$ cat config.mk
export PLATFORM = sky130hd
export DESIGN_NAME = amr_regs
export DESIGN_NICKNAME = d
export VERILOG_FILES = /design/src/rtl/amr_pkg.sv /design/src/rtl/amr_decode.sv /design/src/rtl/amr_regs.sv
export SDC_FILE = /design/constraint.sdc
export NUM_CORES = 1
export LEC_CHECK = 0
export BUFFER_PORTS_ARGS = -buffer_cell sky130_fd_sc_hd__buf_2
export CORE_MARGIN = 4
export CORE_UTILIZATION = 50
export CTS_CLUSTER_DIAMETER = 50
export DETAILED_ROUTE_END_ITERATION = 12
export PLACE_DENSITY = 0.9
export SYNTH_ARGS = -nofsm -noshare
export SYNTH_HDL_FRONTEND = slang
export SYNTH_SLANG_ARGS = --single-unit
$ cat constraint.sdc
create_clock -name clk -period 3.1 [get_ports clk]
set_clock_uncertainty 0.05 [all_clocks]
set_input_delay 0.775 -clock clk [delete_from_list [all_inputs] [get_ports clk]]
set_output_delay 0.775 -clock clk [all_outputs]
set_load 0.005 [all_outputs]
$ cat src/rtl/amr_pkg.sv
// constants for the record-path configuration register slice
package amr_pkg;
	// ----------------------------------------------------------------
	// register offsets
	// ----------------------------------------------------------------
	localparam logic [7:0] LINE_ONE_TO_RIGHT_OFS = 8'h18;
	localparam logic [7:0] MIC_BIAS_OFS = 8'h19;
	localparam logic [7:0] AGC_A_OFS = 8'h1a;
	localparam logic [7:0] AGC_B_OFS = 8'h1b;
	// ----------------------------------------------------------------
	// field positions
	// ----------------------------------------------------------------
	localparam int DIFF_POS = 7;
	localparam int LEVEL_LSB = 3;
	localparam int BIAS_LSB = 6;
	localparam int DMIC_LSB = 4;
	localparam int AGC_EN_POS = 7;
	localparam int TARGET_LSB = 4;
	localparam int ATTACK_LSB = 2;
	localparam int DECAY_LSB = 0;
	localparam int MAXGAIN_LSB = 1;
	// ----------------------------------------------------------------
	// reset values and codes
	// ----------------------------------------------------------------
	localparam logic [7:0] LINE_ONE_RST = 8'h78;
	localparam logic [7:0] MIC_BIAS_RST = 8'h00;
	localparam logic [7:0] AGC_A_RST = 8'h00;
	localparam logic [7:0] AGC_B_RST = 8'hfe;
	localparam logic [3:0] LEVEL_LAST_GAIN = 4'h8;
	localparam logic [3:0] LEVEL_OFF = 4'hf;
	localparam logic [6:0] MAXGAIN_CAP = 7'h77;
	localparam logic [7:0] LINE_ONE_WMASK = 8'hf8;
	localparam logic [7:0] MIC_BIAS_WMASK = 8'hf0;
	localparam logic [7:0] AGC_B_WMASK = 8'hfe;
	// ----------------------------------------------------------------
	// time constants in microseconds, normal rate
	// ----------------------------------------------------------------
	localparam int ATTACK_US [4] = '{8000, 11000, 16000, 20000};
	localparam int DECAY_US [4] = '{100000, 200000, 400000, 500000};
	// ----------------------------------------------------------------
	// encodings
	// ----------------------------------------------------------------
	typedef enum logic [1:0] {
		AMR_BIAS_OFF = 2'h0,
		AMR_BIAS_2V0 = 2'h1,
		AMR_BIAS_2V5 = 2'h2,
		AMR_BIAS_SUPPLY = 2'h3
	} amr_bias_t;
endpackage

$ cat src/rtl/amr_decode.sv
// decodes the stored fields into analog control codes
`timescale 1ns/1ps
module amr_decode
	import amr_pkg::*;
(
	// raw fields
	input wire logic [3:0] level_code,
	input wire logic [1:0] dmic_sel,
	input wire logic [1:0] attack_code,
	input wire logic [1:0] decay_code,
	input wire logic double_rate_audio,
	input wire logic [6:0] maxgain_code,
	// decoded
	output logic line_connect,
	output logic [3:0] line_atten,
	output logic dmic_left,
	output logic dmic_right,
	output logic [31:0] attack_us,
	output logic [31:0] decay_us,
	output logic [6:0] maxgain_half_db
);
	// ----------------------------------------------------------------
	// combinational decode
	// ----------------------------------------------------------------
	// left and right digital microphone use per select code
	always_comb begin
		// a gain code connects the input; others leave it open
		line_connect = (level_code <= LEVEL_LAST_GAIN);
		// attenuation in 1.5 dB steps, code 0 is 0 dB
		line_atten = line_connect ? level_code : LEVEL_LAST_GAIN;
		dmic_left = (dmic_sel == 2'h0) || (dmic_sel == 2'h1);
		dmic_right = (dmic_sel == 2'h0) || (dmic_sel == 2'h2);
		// listed times only hold at normal rate; halved when doubled
		attack_us = double_rate_audio ? (ATTACK_US[attack_code] / 2)
			: ATTACK_US[attack_code];
		decay_us = double_rate_audio ? (DECAY_US[decay_code] / 2)
			: DECAY_US[decay_code];
		// codes at or above the cap all mean 59.5 dB
		maxgain_half_db = (maxgain_code >= MAXGAIN_CAP) ? MAXGAIN_CAP
			: maxgain_code;
	end
endmodule

$ cat src/rtl/amr_regs.sv
// register slice: line routing, mic bias and left automatic gain control
`timescale 1ns/1ps
// Summary of operation
// - top bit selects differential line input
// - level codes 0..8 give 0 to -12 dB
// - gain code connects, code 1111 disconnects
// - low three bits read-only, write zero
// - bias field: off, 2.0V, 2.5V, supply
// - digital mic select per channel
// - top bit enables left gain control
// - three-bit target level -5.5 to -24 dB
// - attack 8, 11, 16, 20 ms
// - decay 100, 200, 400, 500 ms
// - listed times valid at normal rate only
// - max gain 0.5 dB steps, capped 59.5
module amr_regs
	import amr_pkg::*;
(
	// clock and reset
	input wire logic clk,
	input wire logic rst,
	// control bus register port
	input wire logic reg_wr,
	input wire logic reg_rd,
	input wire logic [7:0] reg_addr,
	input wire logic [7:0] reg_wdata,
	output logic [7:0] reg_rdata,
	// rate mode from elsewhere in the chip
	input wire logic double_rate_audio,
	// line input routing
	output logic left_line_input_one_diff,
	output logic left_line_input_one_connect,
	output logic [3:0] left_line_input_one_atten,
	// microphone bias and digital mics
	output logic [1:0] microphone_bias_output,
	output logic dmic_left,
	output logic dmic_right,
	// left gain control
	output logic agc_enable,
	output logic [2:0] agc_target,
	output logic [31:0] agc_attack_us,
	output logic [31:0] agc_decay_us,
	output logic [6:0] agc_max_half_db
);
	// ----------------------------------------------------------------
	// storage
	// ----------------------------------------------------------------
	logic [7:0] line_reg, line_next; // line one to right mix
	logic [7:0] bias_reg, bias_next; // bias and digital mic
	logic [7:0] agca_reg, agca_next; // gain control a
	logic [7:0] agcb_reg, agcb_next; // gain control b
	logic [7:0] rdata_reg, rdata_next; // read data
	logic conn_w, dl_w, dr_w; // decoded levels
	logic [3:0] att_w;
	logic [31:0] atk_w, dcy_w;
	logic [6:0] mg_w;
	logic conn_reg, dl_reg, dr_reg;
	logic [3:0] att_reg;
	logic [31:0] atk_reg, dcy_reg;
	logic [6:0] mg_reg;

	// ----------------------------------------------------------------
	// write and read next values
	// ----------------------------------------------------------------
	// writes merge through masks so reserved bits stay zero
	always_comb begin
		line_next = line_reg;
		bias_next = bias_reg;
		agca_next = agca_reg;
		agcb_next = agcb_reg;
		rdata_next = rdata_reg;
		if (reg_wr) begin
			case (reg_addr)
				LINE_ONE_TO_RIGHT_OFS: begin
					line_next = reg_wdata & LINE_ONE_WMASK;
				end
				MIC_BIAS_OFS: begin
					bias_next = reg_wdata & MIC_BIAS_WMASK;
				end
				AGC_A_OFS: begin
					agca_next = reg_wdata;
				end
				AGC_B_OFS: begin
					agcb_next = reg_wdata & AGC_B_WMASK;
				end
				default: begin
					line_next = line_reg;
				end
			endcase
		end
		if (reg_rd) begin
			case (reg_addr)
				LINE_ONE_TO_RIGHT_OFS: rdata_next = line_reg;
				MIC_BIAS_OFS: rdata_next = bias_reg;
				AGC_A_OFS: rdata_next = agca_reg;
				AGC_B_OFS: rdata_next = agcb_reg;
				// unmapped offsets read as zero
				default: rdata_next = 8'h00;
			endcase
		end
	end

	// register stage for storage and read data
	always_ff @(posedge clk or posedge rst) begin
		if (rst) begin
			line_reg <= LINE_ONE_RST;
			bias_reg <= MIC_BIAS_RST;
			agca_reg <= AGC_A_RST;
			agcb_reg <= AGC_B_RST;
			rdata_reg <= 8'h00;
		end else begin
			line_reg <= line_next;
			bias_reg <= bias_next;
			agca_reg <= agca_next;
			agcb_reg <= agcb_next;
			rdata_reg <= rdata_next;
		end
	end

	// ----------------------------------------------------------------
	// field decode
	// ----------------------------------------------------------------
	amr_decode amr_decode_inst (
		.level_code(line_reg[LEVEL_LSB +: 4]),
		.dmic_sel(bias_reg[DMIC_LSB +: 2]),
		.attack_code(agca_reg[ATTACK_LSB +: 2]),
		.decay_code(agca_reg[DECAY_LSB +: 2]),
		.double_rate_audio(double_rate_audio),
		.maxgain_code(agcb_reg[MAXGAIN_LSB +: 7]),
		.line_connect(conn_w),
		.line_atten(att_w),
		.dmic_left(dl_w),
		.dmic_right(dr_w),
		.attack_us(atk_w),
		.decay_us(dcy_w),
		.maxgain_half_db(mg_w)
	);

	// decoded controls are registered so outputs come from flops
	always_ff @(posedge clk or posedge rst) begin
		if (rst) begin
			conn_reg <= 1'b0;
			att_reg <= LEVEL_LAST_GAIN;
			dl_reg <= 1'b1;
			dr_reg <= 1'b1;
			atk_reg <= 32'h0;
			dcy_reg <= 32'h0;
			mg_reg <= MAXGAIN_CAP;
		end else begin
			conn_reg <= conn_w;
			att_reg <= att_w;
			dl_reg <= dl_w;
			dr_reg <= dr_w;
			atk_reg <= atk_w;
			dcy_reg <= dcy_w;
			mg_reg <= mg_w;
		end
	end

	// ----------------------------------------------------------------
	// outputs
	// ----------------------------------------------------------------
	assign reg_rdata = rdata_reg;
	assign left_line_input_one_diff = line_reg[DIFF_POS];
	assign left_line_input_one_connect = conn_reg;
	assign left_line_input_one_atten = att_reg;
	assign microphone_bias_output = bias_reg[BIAS_LSB +: 2];
	assign dmic_left = dl_reg;
	assign dmic_right = dr_reg;
	assign agc_enable = agca_reg[AGC_EN_POS];
	assign agc_target = agca_reg[TARGET_LSB +: 3];
	assign agc_attack_us = atk_reg;
	assign agc_decay_us = dcy_reg;
	assign agc_max_half_db = mg_reg;
endmodule

==> impl_metrics.env <==
export IMPL_ys_ff_latch=73
export IMPL_critical_path_required_ns=3.27
export IMPL_path_cells="buf_2, nand4bb_4, nor4_4, mux2_2"
export IMPL_ios=114
export IMPL_synth_warnings=0
export IMPL_cp_start_kind="primary input"
export IMPL_syn_avg_cell_area_sq_um=13.4
export IMPL_fin_tns_setup_ns=0
export IMPL_viasPerCell=4.91
export IMPL_setup_violations=0
export IMPL_postLayoutCoreUtil_pct=59.6
export IMPL_wirelength_um=6120
export IMPL_rsz0062_at_grt="no"
export IMPL_grt_max_degree=74
export IMPL_dr_pass1_iters=4
export IMPL_yosys_area_top_type="dfrtp_1"
export IMPL_die_y_um=89.6
export IMPL_relSlewSlack_pct=42.4
export IMPL_use_met3_pct=4.01
export IMPL_fmax_mhz=550
export IMPL_worst_pin_slew_ns=0.864
export IMPL_place_inst=388
export IMPL_numPortBuffers=77
export IMPL_gr_usage_met1_pct=18.7
export IMPL_cp_arrival_ns=1.99
export IMPL_grt_pass1_vias=1945
export IMPL_cts_root_buffer_cell="clkbuf_8"
export IMPL_final_antenna_net_count=0
export IMPL_largest_register_ffs=14
export IMPL_critPathBufInv=1
export IMPL_peakVddDrop_v=0.000230
export IMPL_dieArea_sq_um=8040
export IMPL_initial_core_util_pct=51.9
export IMPL_p_leak_nw=2.00
export IMPL_report_final_slew_viol_count=0
export IMPL_clk_latency_ns=0.34
export IMPL_dp_hpwl_um=4530
export IMPL_drc=0
export IMPL_status="completed"
export IMPL_n_antenna_cell=0
export IMPL_clk_pin_slew_ns=0.07
export IMPL_track_usage_pct=15.8
export IMPL_power_density_nw_per_um2=528
export IMPL_grt_busiest_layer="met2"
export IMPL_hold_ws_ns=0.345
export IMPL_core_region_area_sq_um=6420
export IMPL_cts_hold_buf=0
export IMPL_synth_top_cell_area_share_pct=39.8
export IMPL_area_growth_pct=14.8
export IMPL_use_met2_pct=26.3
export IMPL_post_cts_buffers=0
export IMPL_fin_crit_ns=1.82
export IMPL_synth_edf_count=0
export IMPL_syn_instance_count=248
export IMPL_fillers=500
export IMPL_gp_congestion=0.817
export IMPL_total_power_mw=2.02
export IMPL_fin_cells=404
export IMPL_ys_seq_area_share_pct=55.6
export IMPL_htreeDepth=3
export IMPL_hold_viol=0
export IMPL_critPathMaxStageDelay_ns=0.45
export IMPL_worst_path_max_fanout=4
export IMPL_drtIter0Drc=104
export IMPL_placed_area_sq_um=3600
export IMPL_final_nets=354
export IMPL_synth_area_top_cells="dfrtp_1 (40%), dfstp_2 (16%), mux2_2 (10%), buf_4 (9.2%), ha_1 (4.1%)"
export IMPL_drv_cap=0
export IMPL_cts_made_buffers=9
export IMPL_yosysUniqueCellTypes=34
export IMPL_synth_area_sq_um=3330
export IMPL_cts_max_path_buffers=2
export IMPL_cp_top_family="simple AND/OR/NAND/NOR gates"
export IMPL_synthFlopType="dfrtp_1"
export IMPL_crit_slowest_cell="nor4_4"
export IMPL_drive_gt1_share_pct=46.8
export IMPL_period_share_pct=58.6
export IMPL_fin_area_sq_um=3820
export IMPL_crit_type="primary input to flip-flop"
export IMPL_hp_class="flip-flop to flip-flop"
export IMPL_worstSetupEndpointType="flip-flop"
export IMPL_via_count=1984
export IMPL_rows=29
export IMPL_antenna_found_initial=0
export IMPL_ctsResizeCount=0
export IMPL_die_w_um=89.6
export IMPL_cts_tree="done"
export IMPL_wl_per_cell_um=15.1
export IMPL_place_ws_ns=0.936
export IMPL_grt_pass1_wl_um=9450
export IMPL_grt_overflow_total=0
export IMPL_async_reset_ff_share_pct=100
export IMPL_finalWorstSetupSlack_ns=1.28
export IMPL_cts_sinks=73
==> synthesized netlist by cell type, types with 2 or more instances <==
cell type,count
mux2_2,30
o21ai_0,2
a21oi_1,5
nor2_1,8
mux4_1,4
nor3_1,3
clkbuf_1,8
nor2b_1,6
o2bb2ai_1,2
dfrtp_1,53
dfstp_2,20
mux2i_1,4
nand2_1,13
a22o_1,6
inv_1,9
buf_4,41
nand2b_1,6
nor4_4,2
ha_1,11
==> area by class of cell <==
cell class | count | area [sq um] | share of cell area (%)
flip-flops and latches | 73 | 1850 | 48.4
multi-input cells | 150 | 1230 | 32.1
repair buffers | 78 | 393 | 10.3
clock buffers | 11 | 141 | 3.70
well taps | 77 | 96.3 | 2.52
clock inverters | 5 | 78.8 | 2.06
inverters | 10 | 37.5 | 0.981
==> final timing paths <==
check                            start                  to  slack, ns  cells past startpoint
max                        reg_addr[5]         bias_reg[4]       1.28                      4
min                        agcb_reg[7]  agc_max_half_db[6]       0.34                      0
max reg2reg                agca_reg[0]    agc_decay_us[11]       1.68                      3
min reg2reg                agcb_reg[7]  agc_max_half_db[6]       0.34                      0
max in group asynchronous          rst         agca_reg[0]       1.80                      3
min in group asynchronous          rst    agc_attack_us[8]       0.64                      3
==> where the power goes <==
part | switching (mW) | internal (mW) | total, mW
registers | 0.0235 | 1.01 | 1.03
logic | 0.103 | 0.0770 | 0.180
clock network | 0.336 | 0.474 | 0.810
total | 0.462 | 1.56 | 2.02
==> layout by cell type, fill, tap and decap left out, types with 6 or more instances in the layout <==
master | Yosys | layout
ha_1 | 11 | 11
mux2_2 | 30 | 30
nor2_1 | 8 | 8
inv_1 | 9 | 8
dfstp_2 | 20 | 20
dfrtp_1 | 53 | 53
clkbuf_8 | 0 | 10
a22o_1 | 6 | 6
nand2_1 | 13 | 13
nor2b_1 | 6 | 6
conb_1 | 1 | 36
nand2b_1 | 6 | 6
buf_2 | 0 | 77
==> per-layer routing <==
layer	up-vias	routed length (um)
met2	73	3140
met1	986	2360
met4	0	139
met3	14	474
met5	-	0
li1	911	-
==> logic make-up after synthesis <==
logic type | after synthesis | share of synthesized area, %
flip-flops | 73 | 55.6
buffers and inverters | 60 | 11.6
AND/OR/NAND/NOR | 47 | 10.3
multiplexers | 38 | 14.5
AO/OA/AOI/OAI | 18 | 3.83
adder cells (fa/ha/maj) | 11 | 4.13
other | 1 | 0.113
No activity file was read; power rests on OpenSTA's default activity.
